<file path="config.mk">
export PLATFORM = sky130hd
export DESIGN_NAME = ebw_ctrl
export DESIGN_NICKNAME = d
export VERILOG_FILES = /design/src/common/ebw_pkg.sv /design/src/rtl/ebw_ctrl.sv
export VERILOG_INCLUDE_DIRS = /design/src /design/src/common
export SDC_FILE = /design/constraint.sdc
export NUM_CORES = 1
export LEC_CHECK = 0
export ABC_CLOCK_PERIOD_IN_PS = 2000
export BUFFER_PORTS_ARGS = -buffer_cell sky130_fd_sc_hd__buf_2
export CAP_MARGIN = 20
export CORE_MARGIN = 2
export CORE_UTILIZATION = 50
export DETAILED_ROUTE_END_ITERATION = 8
export PLACE_DENSITY_LB_ADDON = 0.1
export SLEW_MARGIN = 15
export SYNTH_ARGS = -nofsm -noshare
export SYNTH_HDL_FRONTEND = slang
export SYNTH_SLANG_ARGS = --single-unit
</file>
<file path="constraint.sdc">
create_clock -name clk -period 2 [get_ports clk]
set_input_delay 0.1 -clock clk [delete_from_list [all_inputs] [get_ports clk]]
set_output_delay 0.1 -clock clk [all_outputs]
set_load 0.1 [all_outputs]
</file>
<file path="src/common/ebw_regs.svh">
// register indices, field positions and reset values of the bus wait block
// assumes a 3-bit register index and 16-bit register data
`ifndef EBW_REGS_SVH
`define EBW_REGS_SVH
`define EBW_A_DWC      3'h0
`define EBW_A_ADW      3'h1
`define EBW_A_IDL      3'h2
`define EBW_A_CTRL     3'h3
`define EBW_A_STAT     3'h4
`define EBW_DWC_RST    16'h7777
`define EBW_ADW_RST    16'hFFFF
`define EBW_IDL_RST    16'hAAAA
`define EBW_CTRL_RST   1'b0
`define EBW_DWC_STRIDE 4
`define EBW_DWC_W      3
`define EBW_ADW_STRIDE 2
`define EBW_ADW_SETUP  0
`define EBW_ADW_HOLD   1
`define EBW_IDL_STRIDE 2
`define EBW_IDL_EN     1
`define EBW_CTRL_SEP   0
`define EBW_CTRL_HPIN  1
`define EBW_AREA_MSB   23
`define EBW_AREA_LSB   21
`endif

</file>
<file path="src/common/ebw_pkg.sv">
// types of the external bus wait, idle and hold block
// constants live in ebw_regs.svh
package ebw_pkg;
    typedef enum logic [3:0] {
        ST_FREE, ST_ASETUP, ST_ADDR, ST_AHOLD, ST_DATA, ST_WAIT,
        ST_END, ST_IDLE_INS, ST_PERI, ST_FLOAT, ST_HOLD, ST_RESUME
    } ebw_bst_t;
    typedef enum logic [1:0] {SP_EXT, SP_MEM, SP_PERI} ebw_space_t;
    typedef enum logic [1:0] {K_OP, K_BR, K_SQ} ebw_kind_t;
    typedef struct packed {
        ebw_bst_t    st;
        logic        ph;
        logic [2:0]  wsync;
        logic [2:0]  hsync;
        logic        wpin;
        logic        hpin;
        logic        wsmp;
        logic [2:0]  wcnt;
        logic [1:0]  area;
        logic [23:0] addr;
        logic        wr;
        logic        lk;
        logic        lock;
        ebw_kind_t   kind;
        logic [15:0] dwc;
        logic [15:0] adw;
        logic [15:0] idl;
        logic        sep;
        logic        hpin_en;
        logic [15:0] rdata;
        logic [3:0]  cs_n;
        logic        rd_n;
        logic        wr_n;
        logic        oe;
        logic        grant_n;
        logic        op_ack;
        logic        br_ack;
        logic        sq_ack;
    } ebw_state_t;
endpackage

</file>
<file path="src/rtl/ebw_ctrl.sv">
// external bus cycle sequencer: data waits, wait pin, address waits,
// idle insertion after reads and bus hold grant
// assumes a cpu request port held until acknowledged, a plain register port
// and pins on the far side of the chip pads
//
// Functional notes
// - per area zero to seven data waits
// - reset gives seven data waits everywhere
// - internal memory no waits, peripherals own waits
// - wait pin asynchronous, synchronised, unlimited stretch
// - multiplexed mode samples wait on falling edge
// - separate mode samples wait on rising edge
// - internal accesses ignore the wait pin
// - programmed and pin waits are ORed
// - setup wait adds one clock before address
// - hold wait adds one clock after address
// - address wait register per area, resets ones
// - internal accesses get no address waits
// - idle state only after external reads
// - idle control register resets enabling all areas
// - internal accesses get no idle state
// - hold pins work only in control mode
// - on request float bus, then grant
// - request release ends grant, bus driven again
// - internal memory keeps running during hold
// - no hold between split sized accesses
// - no hold inside read-modify-write pair
// - no hold in stop or idle modes
// - halt mode grants and releases hold directly
// - priority hold, operand, branch, sequential fetch
// - fixed areas of 2, 2, 4, 8 MB
//
// The implementer's own choices: the placing of the registers and the plain strobed port.
`timescale 1ns/1ps
`include "ebw_regs.svh"
module ebw_ctrl
    import ebw_pkg::*;
(
    // clock and reset
    input  wire logic        clk,
    input  wire logic        arst_n,
    // register port
    input  wire logic [2:0]  reg_addr,
    input  wire logic [15:0] reg_wdata,
    input  wire logic        reg_we,
    input  wire logic        reg_re,
    output logic [15:0]      reg_rdata,
    // operand requests
    input  wire logic        op_req,
    input  wire logic [23:0] op_addr,
    input  wire logic [1:0]  op_space,
    input  wire logic        op_write,
    input  wire logic        op_lock,
    output logic             op_ack,
    // instruction fetch requests
    input  wire logic        br_req,
    input  wire logic        sq_req,
    input  wire logic [23:0] fetch_addr,
    input  wire logic [1:0]  fetch_space,
    output logic             br_ack,
    output logic             sq_ack,
    // power mode and peripheral
    input  wire logic        pwr_stop,
    input  wire logic        periph_busy,
    // external bus pins
    input  wire logic        ext_wait_n,
    input  wire logic        hold_request_n,
    output logic             sys_clock_out,
    output logic [3:0]       area_select_n,
    output logic [23:0]      bus_addr,
    output logic             bus_oe,
    output logic             rd_strobe_n,
    output logic             wr_strobe_n,
    output logic             hold_grant_n
);

    localparam ebw_state_t RST_S = '{
        st:      ST_FREE,
        kind:    K_OP,
        wsync:   3'h7,
        hsync:   3'h7,
        wpin:    1'b1,
        hpin:    1'b1,
        dwc:     `EBW_DWC_RST,
        adw:     `EBW_ADW_RST,
        idl:     `EBW_IDL_RST,
        sep:     `EBW_CTRL_RST,
        hpin_en: `EBW_CTRL_RST,
        cs_n:    4'hF,
        rd_n:    1'b1,
        wr_n:    1'b1,
        oe:      1'b1,
        grant_n: 1'b1,
        default: '0
    };

    ebw_state_t  s_q;
    ebw_state_t  s_d;
    logic        step;
    logic        k_req;
    logic        k_wr;
    logic [23:0] k_addr;
    logic [1:0]  k_space;
    logic [1:0]  k_area;
    ebw_kind_t   k_kind;
    logic        hold_want;
    logic        hold_ok;
    logic        wneed;
    logic        leave_addr;
    logic        go_wait;
    logic        fin;
    logic        done;
    logic        ack_now;
    ebw_kind_t   ack_kind;

    // fixed area map inside the lower 16 MB
    function automatic logic [1:0] area_of(input logic [23:0] a);
        logic [2:0] top;
        top = a[`EBW_AREA_MSB:`EBW_AREA_LSB];
        unique case (top)
            3'h0:       area_of = 2'h0;
            3'h1:       area_of = 2'h1;
            3'h2, 3'h3: area_of = 2'h2;
            default:    area_of = 2'h3;
        endcase
    endfunction

    // request priority: operand, branch fetch, sequential fetch
    always_comb begin
        k_req   = 1'b1;
        k_kind  = K_OP;
        k_addr  = op_addr;
        k_space = op_space;
        k_wr    = op_write;
        if (op_req) begin
            k_kind = K_OP;
        end else if (br_req) begin
            k_kind  = K_BR;
            k_addr  = fetch_addr;
            k_space = fetch_space;
            k_wr    = 1'b0;
        end else if (sq_req) begin
            k_kind  = K_SQ;
            k_addr  = fetch_addr;
            k_space = fetch_space;
            k_wr    = 1'b0;
        end else begin
            k_req = 1'b0;
        end
        k_area = area_of(k_addr);
    end

    always_comb begin
        s_d        = s_q;
        s_d.op_ack = 1'b0;
        s_d.br_ack = 1'b0;
        s_d.sq_ack = 1'b0;
        // bus clock runs at half rate; step marks its rising edge
        s_d.ph = ~s_q.ph;
        step   = ~s_q.ph;
        // pins pass three flops; a change counts when stages two and three agree
        s_d.wsync = {s_q.wsync[1:0], ext_wait_n};
        s_d.hsync = {s_q.hsync[1:0], hold_request_n};
        if (s_q.wsync[1] == s_q.wsync[2]) begin
            s_d.wpin = s_q.wsync[2];
        end
        if (s_q.hsync[1] == s_q.hsync[2]) begin
            s_d.hpin = s_q.hsync[2];
        end
        if (reg_we) begin
            case (reg_addr)
                `EBW_A_DWC: s_d.dwc = reg_wdata;
                `EBW_A_ADW: s_d.adw = reg_wdata;
                `EBW_A_IDL: s_d.idl = reg_wdata;
                `EBW_A_CTRL: begin
                    s_d.sep     = reg_wdata[`EBW_CTRL_SEP];
                    s_d.hpin_en = reg_wdata[`EBW_CTRL_HPIN];
                end
                default: ;
            endcase
        end
        if (reg_re) begin
            s_d.rdata = 16'h0000;
            case (reg_addr)
                `EBW_A_DWC: s_d.rdata = s_q.dwc;
                `EBW_A_ADW: s_d.rdata = s_q.adw;
                `EBW_A_IDL: s_d.rdata = s_q.idl;
                `EBW_A_CTRL: begin
                    s_d.rdata[`EBW_CTRL_SEP]  = s_q.sep;
                    s_d.rdata[`EBW_CTRL_HPIN] = s_q.hpin_en;
                end
                `EBW_A_STAT: s_d.rdata = {8'h00, s_q.oe, s_q.lock, ~s_q.grant_n,
                                          ~s_q.wpin, 4'(s_q.st)};
                default: ;
            endcase
        end
        hold_want = s_q.hpin_en & ~s_q.hpin;
        // halt needs no special case: a quiet bus grants at once
        hold_ok = hold_want & ~pwr_stop & ~s_q.lock;
        // separate mode looks at the pin at this rising edge,
        // multiplexed mode at the falling edge before it
        wneed = (s_q.wcnt != 3'h0) | (s_q.sep ? ~s_q.wpin : s_q.wsmp);
        if (s_q.ph && !s_q.sep && (s_q.st == ST_DATA || s_q.st == ST_WAIT)) begin
            s_d.wsmp = ~s_q.wpin;
        end
        leave_addr = 1'b0;
        go_wait    = 1'b0;
        fin        = 1'b0;
        done       = 1'b0;
        ack_now    = 1'b0;
        ack_kind   = s_q.kind;
        unique case (s_q.st)
            ST_FREE: begin
                if (step && hold_ok) begin
                    s_d.st = ST_FLOAT;
                    s_d.oe = 1'b0;
                end else if (step && k_req) begin
                    s_d.kind = k_kind;
                    s_d.lk   = (k_kind == K_OP) & op_lock;
                    if (k_space == SP_MEM) begin
                        ack_now  = 1'b1;
                        ack_kind = k_kind;
                    end else if (k_space == SP_PERI) begin
                        s_d.st = ST_PERI;
                    end else begin
                        s_d.addr = k_addr;
                        s_d.wr   = k_wr;
                        s_d.area = k_area;
                        s_d.wsmp = 1'b0;
                        s_d.wcnt = s_q.dwc[`EBW_DWC_STRIDE*k_area +: `EBW_DWC_W];
                        s_d.cs_n = ~(4'h1 << k_area);
                        if (s_q.adw[`EBW_ADW_STRIDE*k_area + `EBW_ADW_SETUP]) begin
                            s_d.st = ST_ASETUP;
                        end else begin
                            s_d.st = ST_ADDR;
                        end
                    end
                end
            end
            ST_ASETUP: begin
                if (step) begin
                    s_d.st = ST_ADDR;
                end
            end
            ST_ADDR: begin
                if (step && s_q.adw[`EBW_ADW_STRIDE*s_q.area + `EBW_ADW_HOLD]) begin
                    s_d.st = ST_AHOLD;
                end else begin
                    leave_addr = step;
                end
            end
            ST_AHOLD: begin
                leave_addr = step;
            end
            ST_DATA: begin
                if (step) begin
                    if (!s_q.sep && wneed) begin
                        go_wait = 1'b1;
                    end else if (!s_q.sep) begin
                        s_d.st = ST_END;
                    end else begin
                        fin = 1'b1;
                    end
                end
            end
            ST_WAIT: begin
                // select, strobes and address are left untouched here
                if (step && wneed) begin
                    go_wait = 1'b1;
                end else if (step) begin
                    s_d.st = s_q.sep ? ST_DATA : ST_END;
                end
            end
            ST_END: begin
                fin = step;
            end
            ST_IDLE_INS: begin
                done = step;
            end
            ST_PERI: begin
                done = step & ~periph_busy;
            end
            ST_FLOAT: begin
                if (step) begin
                    s_d.st      = ST_HOLD;
                    s_d.grant_n = 1'b0;
                end
            end
            ST_HOLD: begin
                if (step && k_req && k_space == SP_MEM) begin
                    ack_now  = 1'b1;
                    ack_kind = k_kind;
                end
                if (step && !hold_want) begin
                    s_d.st      = ST_RESUME;
                    s_d.grant_n = 1'b1;
                end
            end
            ST_RESUME: begin
                if (step) begin
                    s_d.st = ST_FREE;
                    s_d.oe = 1'b1;
                end
            end
            default: s_d.st = ST_FREE;
        endcase
        if (leave_addr) begin
            s_d.rd_n = s_q.wr;
            s_d.wr_n = ~s_q.wr;
            if (s_q.sep && wneed) begin
                go_wait = 1'b1;
            end else begin
                s_d.st = ST_DATA;
            end
        end
        if (go_wait) begin
            s_d.st = ST_WAIT;
            if (s_q.wcnt != 3'h0) begin
                s_d.wcnt = s_q.wcnt - 3'h1;
            end
        end
        if (fin) begin
            if (!s_q.wr && s_q.idl[`EBW_IDL_STRIDE*s_q.area + `EBW_IDL_EN]) begin
                s_d.st   = ST_IDLE_INS;
                s_d.cs_n = 4'hF;
                s_d.rd_n = 1'b1;
            end else begin
                done = 1'b1;
            end
        end
        if (done) begin
            s_d.st   = ST_FREE;
            s_d.cs_n = 4'hF;
            s_d.rd_n = 1'b1;
            s_d.wr_n = 1'b1;
            ack_now  = 1'b1;
            if (s_q.kind == K_OP) begin
                s_d.lock = s_q.lk;
            end
        end
        if (ack_now) begin
            unique case (ack_kind)
                K_OP:    s_d.op_ack = 1'b1;
                K_BR:    s_d.br_ack = 1'b1;
                default: s_d.sq_ack = 1'b1;
            endcase
        end
    end

    always_ff @(posedge clk or negedge arst_n) begin
        if (!arst_n) begin
            s_q <= RST_S;
        end else begin
            s_q <= s_d;
        end
    end

    assign reg_rdata     = s_q.rdata;
    assign op_ack        = s_q.op_ack;
    assign br_ack        = s_q.br_ack;
    assign sq_ack        = s_q.sq_ack;
    assign sys_clock_out = s_q.ph;
    assign area_select_n = s_q.cs_n;
    assign bus_addr      = s_q.addr;
    assign bus_oe        = s_q.oe;
    assign rd_strobe_n   = s_q.rd_n;
    assign wr_strobe_n   = s_q.wr_n;
    assign hold_grant_n  = s_q.grant_n;
endmodule

</file>
* Word-level counts from Yosys, hierarchy flattened
Cells that the tools add are included.
Storage, ports and cells: register bits 125, bits of input ports 84, output and inout bits 52, word-level logic and storage cells 217
Cells by class: add/subtract/negate cells 2, $lt $le $gt $ge 2, eq/ne operators 27, shift operators 2, muxes and demuxes 101, bitwise operators 18, reduce and logical (&&, ||, !) cells 37
Operators by type and width (count):
- $mux W4 | 25
- $mux W32 | 3
- $mux W24 | 3
- $mux W31 | 2
- $pmux W14 S4 | 1
- $pmux W4 S9 | 1
- $mux W1 | 34
- $mux W2 | 13
- $eq A4 B3 Y1 const B | 4
- $eq A4 B4 Y1 const B | 4
- $shiftx A16 B5 Y3 | 1
- $pmux W1 S2 | 7
- $eq A3 B2 Y1 const B | 4
- $logic_and A1 B1 Y1 | 11
- $not A1 Y1 | 11
- $mux W5 | 2
- $pmux W2 S5 | 1
- $reduce_and A2 Y1 | 5
- $mux W3 | 3
- $reduce_and A3 Y1 | 3
- $bmux W1 S4 | 2
- $eq A4 B2 Y1 const B | 2
- $ne A2 B2 Y1 const B | 4
- $eq A3 B1 Y1 const B | 2
- 27 further kinds | 41

* Longest topological paths before layout
word-level depth 20, gate-level depth with buffers 12, gate-level depth less buffers 10

* Worst setup path after synthesis
No wires, ideal clock.
kind flip-flop to flip-flop, from register s_q, in the netlist sys_clock_out, to register s_q[77] (netlist name), library setup time 0.125 ns, arrival 2.183 ns, data required time 1.875 ns, setup slack -0.308 ns, stages on the path, launching flop included 6, cell sequence dfrtp_1 buf_2 or4_1 buf_2 nand3_1 mux2_2
Between the ends: cells in the longest elaborated chain, start to end 4, elaborated cells between the ends (all ways) 5, those cells by class bitwise: 2; reduce/logical: 3
Ends and longest elaborated chain:
- from (decl) | RTL line ebw_ctrl.sv:97 | ebw_state_t s_q;
- from (signal assigned) | RTL line ebw_ctrl.sv:352 | s_q <= RST_S;
- from (signal assigned) | RTL line ebw_ctrl.sv:354 | s_q <= s_d;
- $not A1 Y1 * | RTL line ebw_ctrl.sv:160 | step = ~s_q.ph;
- $logic_and A1 B1 Y1 | RTL line ebw_ctrl.sv:214 | if (step && hold_ok) begin
- $not A1 Y1 (no line)
- $reduce_and A3 Y1 (no line) *
Every way passes the cells marked *; elsewhere a longest branch is shown, timed or not. A chain may end at the register's enable or synchronous reset.

* Final worst setup path
from register s_q[121] (netlist name), to register s_q[79] (netlist name)
Between the ends: cells in the longest elaborated chain, start to end 5, elaborated cells between the ends (all ways) 9, those cells by class eq/ne: 4; mux: 4; reduce/logical: 1
Ends and longest elaborated chain:
- $eq A4 B4 Y1 or $eq A4 B3 Y1 (tied branches) | RTL line ebw_ctrl.sv:212 | unique case (s_q.st)
- $pmux W1 S2 | RTL line ebw_ctrl.sv:212
- $mux W1 | RTL line ebw_ctrl.sv:323 | if (!s_q.wr && s_q.idl[`EBW_IDL_STRIDE*s_q.area + `EBW_IDL_EN]) begin
- $mux W1 * | RTL line ebw_ctrl.sv:322 | if (fin) begin
- $reduce_and A2 Y1 (no line) *
Marked as above.

==> results.cfg <==
[outcome]
status = finished, final reports clean

[clocking]
ctsHtreeMaxLevel = 4
root_buffer = clkbuf_16
cts.repair_timing.setup_buffer_count = 0
cts_inserted_buffers = 17
clkSlewWorstSetupHoldPaths_ns = 0.05
cts_tree = done
clk-insertion-delay-late_ns = 0.42
clock_sinks = 125
cts_max_path_bufs = 2

[yosys]
synth_top_area_cell = dfrtp_1
syn-num-nets = 693
synth_async_sr_flop_share_pct = 100
synth-seq-area-share_pct = 49.4
synth.cell_area_um2 = 6470
yosys.area.top_type_share_pct = 28.3
synthCells = 605
synth.lib_cells_used.distinct = 60
number_of_flops_mapped_to_enable_cells_by_yosys = 0
postSynthAreaPerCell_um2 = 10.7
synth_top_cells_by_area = dfrtp_1 28%, dfstp_2 21%, mux2_2 7.7%
yosysWarningCount = 0
ffs_latches_synth = 125
ys_dominant_reg_cell = dfrtp_1

[drt]
initial_drt_pass_iterations = 5
antenna_violating_nets_post_route = 0
detail_route.vias_per_cell = 5.32
number_of_drc_markers_in_iteration_0 = 265
drt_drc_violations_left = 0
routed_wl_um = 16500
detail_route.wl_per_cell_um = 17.2
routed-via-count = 5119

[placement]
place_worst_setup_slack_ns = 0.0238
place.gp.congestion = 0.855
postPlaceCellArea_um2 = 7180
dp_hpwl_um = 11300
port_bufs = 135
post-place-cells = 868

[pwr]
clock_power_share_pct = 28.9
vdd.ir_drop.worst_mv = 0.762
switching_share_pct = 42.1
static_power_due_to_leakage_nw = 3.92
cell_internal_pwr_w = 0.00693
power_frac_seq_pct = 32.5
powerDensity_nw_per_um2 = 1420
share_comb_of_total_power_pct = 38.6
power.net_switching_w = 0.00504

[global_route]
maximum_number_of_pins_on_one_net_before_global_route_repair = 48
grt_pass1_vias = 5395
global_route.usage.total_pct = 25.3
grt_overflow_total = 0
initial_antenna_violation_count = 0
grt_pass1_wl_um = 27600

[cells_and_area]
num-nets-final = 866
share_of_final_layout_standard_cells_stronger_than_drive_strength_1_pct = 39.4
final_area_um2 = 8460
nFillCells = 1009
insertedDiodeCount = 0
syn_to_final_growth_pct = 30.9
finish.cell_count_without_fillers = 963

[critical_path]
slowest_delay_ns = 0.53
worst_path_dominant_cell_family = simple AND/OR/NAND/NOR gates
crit_start_category = register
end_kind = register
timing_worst_setup_path_type = register to register
critical_path.max_fanout = 7
cp_data_arrival_time_ns = 2.22
path_buf_inv = 0
critical-path-slowest-cell = or4b_1
crit_path_cell_trace = or4b_1 -> o22ai_1 -> nand2_1 -> o21ai_4 -> nand2_2 -> mux2_4
crit_required_ns = 2.30

[timing]
grt_setup_unrepaired = yes
finalSetupViolations = 0
worst_slew_pin_slew_ns = 0.709
finClkSkew_ns = 0.00628
timing.final.max_slew_violations = 0
max-slew-margin-rel_pct = 52.3
layout_worst_path_cycle_share_pct = 95.7
maxClockFrequency_mhz = 522
timing.final.crit_period_ns = 1.91
setup_total_negative_slack_ns = 0
hold_viol = 0
layout_setup_ws_ns = 0.0858

[die]
floorplan.die_area_um2 = 13900
start_util_pct = 51.2
die_width_um = 118
die_h_um = 118
number_of_rows_in_the_core_area = 41
core_um2 = 12600
io-pin-count = 136

[worst_hold_path]
holdCritPathClass = input pin to register

[run]
maxCapViolCount = 0
[synthesized netlist by cell type (all sizes together), types with 2 or more instances]
master,count
a22oi,2
nor4,3
inv,25
mux2i,48
a31oi,2
nor3,4
mux4,2
a211oi,3
maj3,2
nor2b,7
clkbuf,9
a32o,2
o22ai,16
nand2b,9
o21ai,48
dfstp,52
and2,3
nor2,41
dfrtp,73
nand2,57
nand4b,3
o211ai,6
buf,67
mux2,54
nand3b,3
nor3b,3
a21oi,31
a211o,3
ha,4
nand3,5
nand4,3
[flip-flops by register name, indices dropped and copies added, names as in the netlist]
register and count:
s_q 69, bus_addr 24, reg_rdata 16, area_select_n 4, s_d 4, br_ack 1, bus_oe 1, hold_grant_n 1
op_ack 1, rd_strobe_n 1, sq_ack 1, sys_clock_out 1, wr_strobe_n 1
[routing by layer]
| metal | part of all wire, % | wire length, um | global-route usage [%] |
|---|---|---|---|
| met1 | 43 | 7050 | 31.5 |
| met2 | 50 | 8340 | 42.7 |
| met3 | 4.8 | 792 | 5.67 |
| met4 | 2.3 | 373 | 10.3 |
| met5 | 0 | 0 | 0 |
[power groups by stage]
stage | combinational (W) | sequential [W] | clock (W)
after floorplan | 0.00374 | 0.00404 | 0
after global placement | 0.00446 | 0.00387 | 0
after detailed placement | 0.00450 | 0.00391 | 0
after CTS | 0.00463 | 0.00388 | 0.00351
after global routing | 0.00489 | 0.00399 | 0.00364
final | 0.00463 | 0.00389 | 0.00346
[cell families (layout without fill, tap and decap cells)]
family / Yosys count / count (layout) / share of synthesized area (%)
flops: 125 / 125 / 49.4
simple gates: 145 / 145 / 11.3
mux: 104 / 104 / 17.6
fa+ha+maj: 6 / 6 / 1.08
buf+inv: 101 / 287 / 8.86
compound gates: 124 / 124 / 11.7
[path summary, 6_finish.rpt]
kind / start / to / slack (ns) / cells after the start
setup / recovery: s_q[121]$_DFF_PN0_ / s_q[79]$_DFFE_PN0P_ / 0.09 / 6
hold / removal: sq_req / sq_ack$_DFF_PN0_ / 0.02 / 2
setup reg to reg: s_q[121]$_DFF_PN0_ / s_q[79]$_DFFE_PN0P_ / 0.09 / 6
hold reg to reg: s_d[115]$_DFF_PN1_ / s_d[116]$_DFF_PN1_ / 0.36 / 0
max in group asynchronous: arst_n / s_q[50]$_DFFE_PN1P_ / 1.12 / 3
min in group asynchronous: arst_n / bus_addr[20]$_DFFE_PN0P_ / 0.20 / 2
[layout make-up]
type | count | area, um2 | area share (%)
repair buffers | 230 | 1570 | 18.6
multi-input cells | 379 | 2730 | 32.2
inverters | 25 | 93.8 | 1.11
clock inverters | 10 | 211 | 2.50
flip-flops and latches | 125 | 3200 | 37.8
clock buffers | 22 | 444 | 5.25
well taps | 172 | 215 | 2.54
[cell usage in the layout (no fill, tap or decap), types with 6 or more instances in the layout]
master | Yosys | routed
buf_2 | 20 | 134
dfrtp_1 | 73 | 71
dlygate4sd3_1 | 0 | 63
nand2_1 | 56 | 56
dfstp_2 | 52 | 52
mux2i_1 | 48 | 48
mux2_2 | 44 | 44
nor2_1 | 39 | 39
a21oi_1 | 31 | 31
buf_4 | 45 | 31
o21ai_1 | 28 | 28
inv_1 | 25 | 25
o21ai_0 | 19 | 19
clkbuf_16 | 0 | 17
o22ai_1 | 16 | 16
mux2_1 | 8 | 8
nand2b_1 | 8 | 7
nor2b_1 | 7 | 7
o211ai_1 | 6 | 6
bufinv_16 | 0 | 6
[repair_timing]
action                                 CTS  global route
hold buffers                            63             0
setup endpoints to repair                0             4
resized for setup                        0             1
endpoints found under the hold margin  109             0
[per-stage QoR]
step,utilization [%],hold WS (ns),power (W)
final,67.1,0.0156,0.0120
after floorplan,-,-0.196,0.00778
after global placement,56.9,0.0987,0.00833
after detailed placement,56.9,0.103,0.00841
after CTS,67.1,0.00512,0.0120
after global routing,67.1,0.0193,0.0125
Power figures use the tool's default switching activity.
